--- config.mk ---
export PLATFORM = sky130hd
export DESIGN_NAME = ahs_homing
export DESIGN_NICKNAME = d
export VERILOG_FILES = /design/src/verilog/ahs_pkg.sv /design/src/verilog/ahs_homing.sv
export SDC_FILE = /design/constraint.sdc
export NUM_CORES = 1
export LEC_CHECK = 0
export BUFFER_PORTS_ARGS = -buffer_cell sky130_fd_sc_hd__buf_2
export CAP_MARGIN = 10
export CORE_MARGIN = 2
export CORE_UTILIZATION = 56
export CTS_CLUSTER_DIAMETER = 30
export DETAILED_ROUTE_END_ITERATION = 6
export GPL_ROUTABILITY_DRIVEN = 1
export GPL_TIMING_DRIVEN = 0
export HOLD_SLACK_MARGIN = 0.03
export PLACE_DENSITY = 0.86
export RECOVER_POWER = 50
export SLEW_MARGIN = 40
export SYNTH_ARGS = -nofsm -noshare
export SYNTH_HDL_FRONTEND = slang
export SYNTH_SLANG_ARGS = --single-unit
--- constraint.sdc ---
create_clock -name hclk -period 3.9 [get_ports hclk]
set_clock_uncertainty 0.05 [all_clocks]
set_input_delay 0.195 -clock hclk [delete_from_list [all_inputs] [get_ports hclk]]
set_output_delay 0.195 -clock hclk [all_outputs]
set_load 0.02 [all_outputs]
--- src/verilog/ahs_pkg.sv ---
// Package of constants and types for the axis homing sequencer
`default_nettype none
package ahs_pkg;
  // ----------------------------------------
  // Register map (byte addresses)
  // ----------------------------------------
  localparam logic [7:0] AHS_CTRL_OFS   = 8'h00;
  localparam logic [7:0] AHS_POL_OFS    = 8'h04;
  localparam logic [7:0] AHS_LOWVEL_OFS = 8'h08;
  localparam logic [7:0] AHS_STAT_OFS   = 8'h0C;
  // ----------------------------------------
  // Field positions
  // ----------------------------------------
  localparam int AHS_CTRL_START = 0;
  localparam int AHS_CTRL_DIR   = 1;
  localparam int AHS_CTRL_ABORT = 2;
  localparam int AHS_CTRL_MODE  = 4;
  localparam int AHS_CTRL_HRST  = 8;
  localparam int AHS_ST_BUSY    = 0;
  localparam int AHS_ST_DONE    = 1;
  localparam int AHS_ST_ERR     = 2;
  localparam int AHS_ST_IN      = 4;
  localparam int AHS_ST_PHASE   = 8;
  localparam int AHS_ST_DIR     = 12;
  localparam logic [31:0] AHS_LOWVEL_RST = 32'h0000_0000;
  // ----------------------------------------
  // Home modes
  // ----------------------------------------
  typedef enum logic [3:0] {
    AHS_M_OI   = 4'h3, // origin_then_index
    AHS_M_ORI  = 4'h4, // origin_then_reverse_index
    AHS_M_LRI  = 4'h5, // limit_then_reverse_index
    AHS_M_OS   = 4'h6, // origin_search
    AHS_M_LS   = 4'h7, // limit_search
    AHS_M_OSI  = 4'h8, // origin_search_then_index
    AHS_M_OSRI = 4'h9, // origin_search_then_reverse_index
    AHS_M_LSRI = 4'hA, // limit_search_then_reverse_index
    AHS_M_OSRF = 4'hB  // origin_search_refind
  } ahs_mode_t;
  // ----------------------------------------
  // Sequencer states and motion phases
  // ----------------------------------------
  typedef enum logic [1:0] {
    AHS_S_IDLE  = 2'h0,
    AHS_S_RUN   = 2'h1,
    AHS_S_BRAKE = 2'h2
  } ahs_state_t;
  typedef enum logic [3:0] {
    AHS_P_LEAVE_ORG = 4'h0,
    AHS_P_LEAVE_IDX = 4'h1,
    AHS_P_LEAVE_LIM = 4'h2,
    AHS_P_SEEK_ORG  = 4'h3,
    AHS_P_SEEK_LIM  = 4'h4,
    AHS_P_PASS_IN   = 4'h5,
    AHS_P_PASS_OUT  = 4'h6,
    AHS_P_SEEK_IDX  = 4'h7,
    AHS_P_REF_LEAVE = 4'h8,
    AHS_P_REF_SEEK  = 4'h9
  } ahs_phase_t;
endpackage
`default_nettype wire

--- src/verilog/ahs_homing.sv ---
// Homing sequencer for one axis with an AHB-Lite register slave
`timescale 1ns/1ps
`default_nettype none
// Summary of operation
// - Outside fields: seek origin, then index, stop
// - In origin: leave, reseek origin, stop index
// - In index: leave, seek origin, stop index
// - Limit aborts origin-plus-index home modes
// - Origin stop, reverse, stop on index
// - Leave field first, reverse at origin
// - Limit stop, reverse, stop on index
// - Starting in limit: reverse at once
// - In index: leave, reverse at limit
// - Origin search stops on origin rise
// - In origin: back out, reverse, reseek
// - Limit first: pass origin, reverse, reseek
// - Limit search stops on limit rise
// - In limit: back out, reverse, reseek
// - Origin search, then same-direction index
// - Limit first: pass origin, then index
// - Origin search, reverse, stop on index
// - Limit search, reverse, stop on index
// - Refind origin at low velocity after search
// - Keep direction from origin to index
// - Home reset option clears position counters
module ahs_homing (
  // AHB-Lite slave
  input  wire logic        hclk,
  input  wire logic        hresetn,
  input  wire logic        hsel,
  input  wire logic [31:0] haddr,
  input  wire logic [1:0]  htrans,
  input  wire logic        hwrite,
  input  wire logic [2:0]  hsize,
  input  wire logic        hready,
  input  wire logic [31:0] hwdata,
  output logic      [31:0] hrdata,
  output logic             hreadyout,
  output logic             hresp,
  // Axis sensors
  input  wire logic        origin,
  input  wire logic        end_limit,
  input  wire logic        index_pulse,
  // Trajectory logic
  input  wire logic        axis_idle,
  output logic             move_run,
  output logic             move_dir,
  output logic             move_low,
  output logic      [31:0] low_velocity,
  output logic             pos_clear
);
  import ahs_pkg::*;

  // ----------------------------------------
  // Registers and bus state
  // ----------------------------------------
  logic        dp_wr;
  logic [7:0]  dp_addr;
  logic        ctrl_dir;
  logic [3:0]  ctrl_mode;
  logic        home_reset_option;
  logic [2:0]  pol_low;
  logic        start_req;
  logic        abort_req;
  logic        done_flag;
  logic        err_flag;
  logic        set_done;
  logic        set_err;
  logic [31:0] next_rdata;
  logic        wr_ctrl;
  logic        wr_stat;

  // Slave is always ready and always answers OKAY
  assign hreadyout = 1'b1;
  assign hresp     = 1'b0;

  // Address phase capture
  always_ff @(posedge hclk or negedge hresetn) begin
    if (!hresetn) begin
      dp_wr   <= 1'b0;
      dp_addr <= 8'h00;
    end else if (hready) begin
      dp_wr   <= hsel & htrans[1] & hwrite;
      dp_addr <= haddr[7:0];
    end
  end

  assign wr_ctrl = dp_wr && dp_addr == AHS_CTRL_OFS;
  assign wr_stat = dp_wr && dp_addr == AHS_STAT_OFS;

  // ----------------------------------------
  // Input normalisation and edges
  // ----------------------------------------
  logic [2:0] norm_in;
  logic [2:0] prev_in;
  logic       org_rise;
  logic       org_fall;
  logic       lim_rise;
  logic       lim_fall;
  logic       idx_rise;
  logic       idx_fall;

  assign norm_in = {index_pulse, end_limit, origin} ^ pol_low;

  // Previous levels for edge detection
  always_ff @(posedge hclk or negedge hresetn) begin
    if (!hresetn) prev_in <= 3'h0;
    else          prev_in <= norm_in;
  end

  assign org_rise = norm_in[0] & ~prev_in[0];
  assign org_fall = ~norm_in[0] & prev_in[0];
  assign lim_rise = norm_in[1] & ~prev_in[1];
  assign lim_fall = ~norm_in[1] & prev_in[1];
  assign idx_rise = norm_in[2] & ~prev_in[2];
  assign idx_fall = ~norm_in[2] & prev_in[2];

  // ----------------------------------------
  // Register writes
  // ----------------------------------------
  always_ff @(posedge hclk or negedge hresetn) begin
    if (!hresetn) begin
      ctrl_dir          <= 1'b0;
      ctrl_mode         <= 4'h0;
      home_reset_option <= 1'b0;
      pol_low           <= 3'h0;
      low_velocity      <= AHS_LOWVEL_RST;
      start_req         <= 1'b0;
      abort_req         <= 1'b0;
    end else begin
      start_req <= wr_ctrl & hwdata[AHS_CTRL_START];
      abort_req <= wr_ctrl & hwdata[AHS_CTRL_ABORT];
      if (wr_ctrl) begin
        ctrl_dir          <= hwdata[AHS_CTRL_DIR];
        ctrl_mode         <= hwdata[AHS_CTRL_MODE +: 4];
        home_reset_option <= hwdata[AHS_CTRL_HRST];
      end
      if (dp_wr && dp_addr == AHS_POL_OFS) pol_low <= hwdata[2:0];
      if (dp_wr && dp_addr == AHS_LOWVEL_OFS) low_velocity <= hwdata;
    end
  end

  // ----------------------------------------
  // Sequencer
  // ----------------------------------------
  ahs_state_t state;
  ahs_phase_t phase;
  ahs_mode_t  mode;
  ahs_phase_t act_next;
  logic       act_hit;
  logic       act_rev;
  logic       act_fin;
  logic       act_err;
  logic       pend_rev;
  logic       pend_fin;
  logic       pend_err;
  logic       mode_ok;
  logic       org_search;

  assign mode_ok = ctrl_mode >= AHS_M_OI && ctrl_mode <= AHS_M_OSRF;
  assign org_search = mode == AHS_M_OS || mode == AHS_M_OSI
                   || mode == AHS_M_OSRI || mode == AHS_M_OSRF;
  // Index and refind stages run at the low velocity
  assign move_low = phase == AHS_P_SEEK_IDX || phase == AHS_P_LEAVE_IDX
                 || phase == AHS_P_REF_LEAVE || phase == AHS_P_REF_SEEK;

  // Reaction to the sensor events in the current phase
  always_comb begin
    act_hit  = 1'b0;
    act_rev  = 1'b0;
    act_fin  = 1'b0;
    act_err  = 1'b0;
    act_next = phase;
    if (lim_rise && phase != AHS_P_SEEK_LIM) begin
      act_hit = 1'b1;
      if (org_search && phase == AHS_P_SEEK_ORG) begin
        act_rev  = 1'b1;
        act_next = AHS_P_PASS_IN;
      end else begin
        act_fin = 1'b1;
        act_err = 1'b1;
      end
    end else begin
      case (phase)
        AHS_P_LEAVE_ORG: if (org_fall) begin
          act_hit  = 1'b1;
          act_rev  = org_search;
          act_next = AHS_P_SEEK_ORG;
        end
        AHS_P_LEAVE_IDX: if (idx_fall) begin
          act_hit  = 1'b1;
          act_next = (mode == AHS_M_LRI) ? AHS_P_SEEK_LIM : AHS_P_SEEK_ORG;
        end
        AHS_P_LEAVE_LIM: if (lim_fall) begin
          act_hit  = 1'b1;
          act_rev  = 1'b1;
          act_next = AHS_P_SEEK_LIM;
        end
        AHS_P_SEEK_ORG: if (org_rise) begin
          act_hit  = 1'b1;
          act_next = AHS_P_SEEK_IDX;
          case (mode)
            AHS_M_ORI, AHS_M_OSRI: act_rev = 1'b1;
            AHS_M_OS: act_fin = 1'b1;
            AHS_M_OSRF: begin
              act_rev  = 1'b1;
              act_next = AHS_P_REF_LEAVE;
            end
            default: act_rev = 1'b0;
          endcase
        end
        AHS_P_SEEK_LIM: if (lim_rise) begin
          act_hit  = 1'b1;
          act_fin  = mode == AHS_M_LS;
          act_rev  = mode != AHS_M_LS;
          act_next = AHS_P_SEEK_IDX;
        end
        AHS_P_PASS_IN: if (org_rise) begin
          act_hit  = 1'b1;
          act_next = AHS_P_PASS_OUT;
        end
        AHS_P_PASS_OUT: if (org_fall) begin
          act_hit  = 1'b1;
          act_rev  = 1'b1;
          act_next = AHS_P_SEEK_ORG;
        end
        AHS_P_SEEK_IDX: if (idx_rise) begin
          act_hit = 1'b1;
          act_fin = 1'b1;
        end
        AHS_P_REF_LEAVE: if (org_fall) begin
          act_hit  = 1'b1;
          act_rev  = 1'b1;
          act_next = AHS_P_REF_SEEK;
        end
        AHS_P_REF_SEEK: if (org_rise) begin
          act_hit = 1'b1;
          act_fin = 1'b1;
        end
        default: act_hit = 1'b0;
      endcase
    end
  end

  // Motion control: start, phase steps, braking and completion
  always_ff @(posedge hclk or negedge hresetn) begin
    if (!hresetn) begin
      state     <= AHS_S_IDLE;
      phase     <= AHS_P_SEEK_ORG;
      mode      <= AHS_M_OI;
      move_run  <= 1'b0;
      move_dir  <= 1'b0;
      pend_rev  <= 1'b0;
      pend_fin  <= 1'b0;
      pend_err  <= 1'b0;
      set_done  <= 1'b0;
      set_err   <= 1'b0;
      pos_clear <= 1'b0;
    end else begin
      set_done  <= 1'b0;
      set_err   <= 1'b0;
      pos_clear <= 1'b0;
      case (state)
        AHS_S_IDLE: if (start_req) begin
          if (!mode_ok) begin
            set_err <= 1'b1;
          end else begin
            state    <= AHS_S_RUN;
            move_run <= 1'b1;
            mode     <= ahs_mode_t'(ctrl_mode);
            move_dir <= ctrl_dir;
            case (ahs_mode_t'(ctrl_mode))
              AHS_M_OI, AHS_M_ORI:
                phase <= norm_in[0] ? AHS_P_LEAVE_ORG :
                         norm_in[2] ? AHS_P_LEAVE_IDX : AHS_P_SEEK_ORG;
              AHS_M_LRI: begin
                if (norm_in[1]) begin
                  move_dir <= ~ctrl_dir;
                  phase    <= AHS_P_SEEK_IDX;
                end else begin
                  phase <= norm_in[2] ? AHS_P_LEAVE_IDX : AHS_P_SEEK_LIM;
                end
              end
              AHS_M_LS, AHS_M_LSRI: begin
                move_dir <= ctrl_dir ^ norm_in[1];
                phase    <= norm_in[1] ? AHS_P_LEAVE_LIM : AHS_P_SEEK_LIM;
              end
              default: begin
                move_dir <= ctrl_dir ^ norm_in[0];
                phase    <= norm_in[0] ? AHS_P_LEAVE_ORG : AHS_P_SEEK_ORG;
              end
            endcase
          end
        end
        AHS_S_RUN: begin
          if (abort_req) begin
            state    <= AHS_S_BRAKE;
            move_run <= 1'b0;
            pend_fin <= 1'b1;
            pend_err <= 1'b1;
            pend_rev <= 1'b0;
          end else if (act_hit) begin
            phase <= act_next;
            if (act_rev || act_fin) begin
              state    <= AHS_S_BRAKE;
              move_run <= 1'b0;
              pend_rev <= act_rev;
              pend_fin <= act_fin;
              pend_err <= act_err;
            end
          end
        end
        AHS_S_BRAKE: if (axis_idle) begin
          if (pend_fin) begin
            state     <= AHS_S_IDLE;
            set_done  <= 1'b1;
            set_err   <= pend_err;
            pos_clear <= home_reset_option;
          end else begin
            state    <= AHS_S_RUN;
            move_run <= 1'b1;
            move_dir <= move_dir ^ pend_rev;
          end
        end
        default: state <= AHS_S_IDLE;
      endcase
    end
  end

  // ----------------------------------------
  // Status flags and read data
  // ----------------------------------------
  // Sticky flags: a set in the clearing cycle wins
  always_ff @(posedge hclk or negedge hresetn) begin
    if (!hresetn) begin
      done_flag <= 1'b0;
      err_flag  <= 1'b0;
    end else begin
      if (set_done) done_flag <= 1'b1;
      else if (wr_stat && hwdata[AHS_ST_DONE]) done_flag <= 1'b0;
      if (set_err) err_flag <= 1'b1;
      else if (wr_stat && hwdata[AHS_ST_ERR]) err_flag <= 1'b0;
    end
  end

  // Read multiplexer, registered into the data phase
  always_comb begin
    next_rdata = 32'h0000_0000;
    case (haddr[7:0])
      AHS_CTRL_OFS: begin
        next_rdata[AHS_CTRL_DIR]        = ctrl_dir;
        next_rdata[AHS_CTRL_MODE +: 4]  = ctrl_mode;
        next_rdata[AHS_CTRL_HRST]       = home_reset_option;
      end
      AHS_POL_OFS:    next_rdata[2:0] = pol_low;
      AHS_LOWVEL_OFS: next_rdata = low_velocity;
      AHS_STAT_OFS: begin
        next_rdata[AHS_ST_BUSY]        = state != AHS_S_IDLE;
        next_rdata[AHS_ST_DONE]        = done_flag;
        next_rdata[AHS_ST_ERR]         = err_flag;
        next_rdata[AHS_ST_IN +: 3]     = norm_in;
        next_rdata[AHS_ST_PHASE +: 4]  = phase;
        next_rdata[AHS_ST_DIR]         = move_dir;
      end
      default: next_rdata = 32'h0000_0000;
    endcase
  end

  always_ff @(posedge hclk or negedge hresetn) begin
    if (!hresetn) hrdata <= 32'h0000_0000;
    else if (hready && hsel && htrans[1] && !hwrite) hrdata <= next_rdata;
  end
endmodule // ahs_homing
`default_nettype wire

==> reports/results.ini, run 1 <==
[routing]
vias = 4201
avgViaCountPerCell = 5.92
drc = 0
ant_nets = 0
drt_iter0_markers = 268
drt-pass1-iter-count = 5
wl_per_cell_um = 19.1
wirelength_mm = 13.5

[finish]
stdcell_area_um2 = 6300
num-nets-final = 675
drive_gt1_share_pct = 31.2
num_antenna_cells = 0
area_growth_pct = 26.4
nFillCells = 612

[floorplanning]
start_util_pct = 57.4
dieArea_um2 = 9670
core_um2 = 8680
fp-row-count = 34
die_h_um = 98.3
die_width_um = 98.3
io_pins = 148

[worst_setup_path]
crit_type = register to register
path_depth = 7
cp-start-kind = register
worstPathRequired_ps = 4120
path_max_fanout = 6
cp.arrival_ps = 2700
crit_slowest_cell = xnor2_1
crit_buf_inv = 0
cpPeakStageDelay_ps = 540
worst_setup_path_end_kind = register
crit_family = XOR/XNOR gates
worstPathCellList = xnor2_1, or4_4, nand4_1, a311oi_1, o21ai_1, nand2_2, mux2_4
reg2reg_depth = 7

[clock_network]
ctsResizeCount = 0
cts_sinks = 107
postCtsSetupBuffers = 0
cts_tree = yes
clk_pin_slew_ps = 110
clock_path_buffers = 2
htree_num_levels = 3
root_buffer = clkbuf_8
clock_latency_ps = 380
cts_buffers = 9

[sta]
tightest_slew_ps = 733
fmax_mhz = 403
fin_crit_sh_pct = 63.6
hold_ws_ps = 32.7
setup_tns_ps = 0
layout_min_cycle_time_ps = 2480
relSlewSlack_pct = 50.8
hold_viol = 0
rsz0062_at_grt = no
drv_slew = 0
setup_viol = 0

[placement]
placed_cell_area_um2 = 5750
routabilityCongestion = 0.957
place.port_buffers = 116
dp_hpwl_mm = 9.10

[run]
cap_violations = 0

[yosys]
synthCells = 430
ys_seq_area_share_pct = 53.8
async_flop_share_pct = 100
yosys_most_used_dff = dfrtp_1
synth_area_um2 = 4980
synth_seq_cells = 107
avgSynthCellArea_um2 = 11.6
synth_edf_count = 0
ys_types = 61
synth_warnings = 0
syn-num-nets = 508

[pwr]
ir_worst_vdd_mv = 0.304
leakage_uw = 0.00310
power_per_cell_area_nw_per_um2 = 394

[global_route]
grt_max_degree = 55
grt_use_total_pct = 28.6
grt_pass1_vias = 4395
antenna_found_initial = 0
grt_pass1_wl_mm = 21.8
overflow = 0

[worst_hold_path]
hp-class = primary input to register
hold_depth = 2

[status]
outcome = finished clean

## layout by cell type, fill, tap and decap left out, drive strengths merged, types with 2 or more instances in the layout
cell	synthesis	layout
nand3b	2	2
nor3b	2	2
and2b	2	2
a21oi	17	17
a31oi	3	3
clkbuf	17	56
nand4b	2	2
nor2	20	20
and2	4	4
nor2b	4	4
or3	2	2
inv	11	14
a22oi	4	4
a21o	4	4
o2bb2ai	2	2
nand2	35	35
and3	3	3
mux2	55	55
o22ai	5	5
nor4	5	5
clkinv	0	3
a211oi	3	3
mux2i	7	7
o21ai	22	22
nand4	6	6
conb	2	2
xnor2	5	5
nor3	6	6
o31ai	2	2
a22o	29	29
buf	7	95
dlygate4sd3	0	39
nand2b	9	9
nand3	10	10
dfstp	4	4
dfrtp	103	103
## flip-flops by register name (all words and copies together) (netlist names), 2 cells and up
| signal | cells |
|---|---|
| ctrl_mode | 4 |
| low_velocity | 32 |
| state | 2 |
| mode | 4 |
| prev_in | 3 |
| hrdata | 32 |
| dp_addr | 8 |
| pol_low | 3 |
| phase | 4 |
## cells by family after synthesis
family	synth area share (%)
other	0.151
multiplexers	14.5
flip-flops	53.8
AO/OA/AOI/OAI	14.1
buffers and inverters	4.09
XOR/XNOR	1.03
AND/OR/NAND/NOR	12.3
## power by group
part	internal [uW]	total, uW	switching (uW)	leakage [uW]
logic	260	586	327	0.00157
clock network	262	670	408	0.000100
registers	1180	1230	50.8	0.00143
## final timing paths
path / endpoint / from / slack, ps
max: phase[2]$_DFFE_PN0P_ / pol_low[2]$_DFFE_PN0P_ / 1420
max reg2reg: phase[2]$_DFFE_PN0P_ / pol_low[2]$_DFFE_PN0P_ / 1420
max in group asynchronous: hrdata[1]$_DFFE_PN0P_ / hresetn / 2960
min: abort_req$_DFF_PN0_ / hwdata[2] / 30
min in group asynchronous: hrdata[15]$_DFFE_PN0P_ / hresetn / 240
min reg2reg: err_flag$_DFFE_PN0P_ / set_err$_DFF_PN0_ / 410
## cell type report
class | count | area [um2] | share of cell area (%)
clock inverters | 6 | 56.3 | 0.894
well taps | 108 | 135 | 2.14
repair buffers | 156 | 973 | 15.5
clock buffers | 10 | 138 | 2.18
plain buffers | 24 | 163 | 2.58
inverters | 11 | 41.3 | 0.655
flip-flops and latches | 107 | 2680 | 42.6
multi-input cells | 288 | 2110 | 33.5
## metrics by stage
stage | power [uW] | worst slack [ps] | util, % | std cells
floorplan | 1610 | 1800 | - | 430
global placement | 1780 | 1270 | 65.7 | 654
detailed placement | 1790 | 1560 | 66.3 | 655
CTS | 2480 | 1510 | 73.0 | 710
global route | 2580 | 1260 | 72.6 | 710
finish | 2480 | 1420 | 72.6 | 710
## layer usage
metal	up-vias	wire length, um	GRT usage, %
li1	1904	-	-
met1	2066	5340	36.1
met2	196	6960	48.5
met3	35	816	4.65
met4	0	432	12.9
met5	-	0	0
## cell usage after synthesis (all sizes together) (5+ instances only)
library cell	count	area share, %
nand4	6	0.75
nand2	35	2.7
a22o	29	5.1
nor3	6	0.70
buf	7	0.90
clkbuf	17	2.4
dfrtp	103	52
o22ai	5	0.63
nand2b	9	1.2
nor2	20	1.5
xnor2	5	1.0
mux2i	7	1.4
o21ai	22	2.2
nand3	10	1.0
a21oi	17	1.7
nor4	5	0.63
mux2	55	13
inv	11	0.83
## what timing repair did
item	CTS	global route
hold buffers	39	0
endpoints found under the hold margin	97	0
setup endpoints to repair	0	0
Power figures use the tool's default switching activity.
==> inputs of run 2 (changes only) <==
Settings changed: CORE_UTILIZATION 56 to 52, PLACE_DENSITY 0.86 to 0.8.
Clock period 3.9 ns to 2.4 ns, I/O delays scaled along.
==> run 2 against run 1 <==
  * Die area rose by 7.4%
  * Critical path depth rose by 1
  * Total power rose by 65%
  * Core utilization fell by 3.4 points
  * Sequential power rose by 62%
  * Hold slack improved by 30 ps
  * Setup slack got worse by 1300 ps
  * Fmax rose by 7.1%
  * Non-clock buffer count rose by 5
  * Largest power group unchanged
==> reports/results.ini, run 2 (synthesized netlist as in run 1, its figures left out) <==
[routing]
wirelength_mm = 13.7  ; +1.3%
drt-pass1-iter-count = 6  ; +1
drt_iter0_markers = 332  ; +24%
drc = 0  ; unchanged
ant_nets = 0  ; unchanged
wl_per_cell_um = 18.6  ; -2.3%
vias = 4219  ; +0.43%
avgViaCountPerCell = 5.73  ; -3.1%

[pwr]
power.share.switching_pct = 32.1  ; +0.48 points
p_clk_share_pct = 27.7  ; +0.7 points
ir_worst_vdd_mv = 0.397  ; +31%
p_int_uw = 2780  ; +64%
switchingPower_uw = 1310  ; +67%
pwr-share-comb_pct = 23.6  ; about the same
power_per_cell_area_nw_per_um2 = 637  ; +62%
leakage_uw = 0.00314  ; +1.3%
pwr-share-seq_pct = 48.7  ; -0.7 points
power_uw = 4100  ; +65%

[clock_network]
clock_latency_ps = 380  ; about the same
clock_path_buffers = 2  ; unchanged
root_buffer = clkbuf_8
cts_buffers = 9  ; unchanged
clk_pin_slew_ps = 110  ; about the same
htree_num_levels = 3  ; unchanged
cts_tree = yes
cts_sinks = 107  ; unchanged

[status]
outcome = finished clean

[finish]
area_growth_pct = 28.9
drive_gt1_share_pct = 32.5  ; +1.2 points
num-nets-final = 680  ; +0.74%
layout_commonest_cell = dfrtp_1
num_antenna_cells = 0  ; unchanged
mostFrequentLayoutCells = 103 x dfrtp_1, 93 x buf_2, 52 x mux2_2
fin_util_pct = 69.2  ; -3.4 points
largestRegisters = hrdata: 32 flops, low_velocity: 32 flops, dp_addr: 8 flops

[worst_setup_path]
cp-start-kind = register
crit_slowest_cell = dfstp_2
cpPeakStageDelay_ps = 540  ; about the same
worstPathRequired_ps = 2610  ; -1510 ps
path_max_fanout = 10  ; +4
cp.arrival_ps = 2530  ; -170 ps
crit_type = register to register
worst_setup_path_end_kind = register
worstPathCellList = buf_6, clkbuf_8, xnor2_1, o21ai_0, a311oi_1, o21ai_1, nand2_2, mux2_4

[sta]
fin_ws_ps = 84.0  ; -1340 ps
fmax_mhz = 432  ; +7.1%
drv_slew = 0  ; unchanged
rsz0062_at_grt = no
setup_viol = 0  ; unchanged
relSlewSlack_pct = 12.1  ; -39 points
layout_min_cycle_time_ps = 2320  ; -164 ps
hold_viol = 0  ; unchanged
fin_crit_sh_pct = 96.5  ; +33 points
tightest_slew_ps = 1320  ; +586 ps

[global_route]
overflow = 0  ; unchanged
grt_pass1_wl_mm = 21.3  ; -2.3%
antenna_found_initial = 0  ; unchanged
grt_max_degree = 58  ; +5.5%
grt_pass1_vias = 4234  ; -3.7%
grt_use_total_pct = 26.8  ; -1.7 points

[floorplanning]
dieArea_um2 = 10400  ; +7.4%
start_util_pct = 53.7  ; -3.7 points
die_h_um = 102  ; +3.6%
die_width_um = 102  ; +3.6%
io_pins = 148  ; unchanged
fp-row-count = 35  ; +2.9%
core_um2 = 9280  ; +7.0%

[placement]
place_ws_ps = 16.3  ; -1540 ps
routabilityCongestion = 0.940  ; -1.8%
dp_hpwl_mm = 9.51  ; +4.5%
place.port_buffers = 116  ; unchanged

[worst_hold_path]
hp-class = primary input to register

[run]
cap_violations = 0  ; unchanged

run 2: cell types whose count changed in the layout (fill, tap and decap cells not counted), sizes merged:
| cell | before | now |
|---|---|---|
| buf | 95 | 98 |
| clkbuf | 56 | 54 |
| clkinvlp | 0 | 1 |
| dlygate4sd3 | 39 | 43 |
| inv | 14 | 13 |
run 2: cell type report:
type | instances | area, um2
Timing Repair Buffer | 161 | 1010
Clock buffer | 10 | 138
Sequential cell | 107 | 2680
Tap cell | 129 | 161
Inverter | 11 | 41.3
Buffer | 24 | 163
Clock inverter | 6 | 68.8
Multi-Input combinational cell | 288 | 2160
Fill cell | 718 | 2860
run 2: worst max-delay path, delay by kind of cell, from the launching register on:
kind	cells	cell delay, ps
AO/OA/AOI/OAI	3	680
XOR/XNOR	1	180
buffers and inverters	2	280
flip-flops	1	540
multiplexers	1	310
AND/OR/NAND/NOR	1	150
run 2: path summary, 6_finish.rpt:
check | startpoint | to | slack (ps) | cells past startpoint
max | phase[1]$_DFFE_PN1P_ | phase[2]$_DFFE_PN0P_ | 80 | 8
min | origin | prev_in[0]$_DFF_PN0_ | 60 | 3
max reg2reg | phase[1]$_DFFE_PN1P_ | phase[2]$_DFFE_PN0P_ | 80 | 8
min reg2reg | set_err$_DFF_PN0_ | err_flag$_DFFE_PN0P_ | 410 | 1
max in group asynchronous | hresetn | mode[0]$_DFFE_PN1P_ | 860 | 3
min in group asynchronous | hresetn | low_velocity[10]$_DFFE_PN0P_ | 520 | 2
run 2: stage by stage:
stage | hold WS, ps | TNS [ps] | cells | instance area [um2]
4_1_cts | 63.9 | 0 | 735 | 6420
2_1_floorplan | -226 | 0 | 430 | 4980
3_3_place_gp | 302 | -2490 | 675 | 5730
3_5_place_dp | 6.89 | 0 | 676 | 5780
6_report | 62.5 | 0 | 736 | 6430
5_1_grt | 62.5 | 0 | 736 | 6430
run 2: power groups by stage:
stage | combinational (uW) | sequential [uW] | clock [uW]
final | 966 | 1990 | 1140
after global routing | 1040 | 2010 | 1220
after CTS | 945 | 1990 | 1140
after detailed placement | 883 | 2020 | 0
after global placement | 884 | 2020 | 0
after floorplan | 577 | 2040 | 0
run 2: timing repair:
| action | 4_1_cts | 5_1_grt |
|---|---|---|
| hold endpoints to repair | 158 | 0 |
| endpoints found under the setup margin | 1 | 39 |
| pin swaps | 0 | 1 |
| buffers inserted | 0 | 1 |
| resized for setup | 1 | 6 |
| hold buffers | 43 | 0 |
run 2: per-layer routing:
layer,wire (um),global-route usage (%)
met5,0,0
met4,422,12.0
met3,769,5.27
met2,6970,44.3
met1,5560,34.6
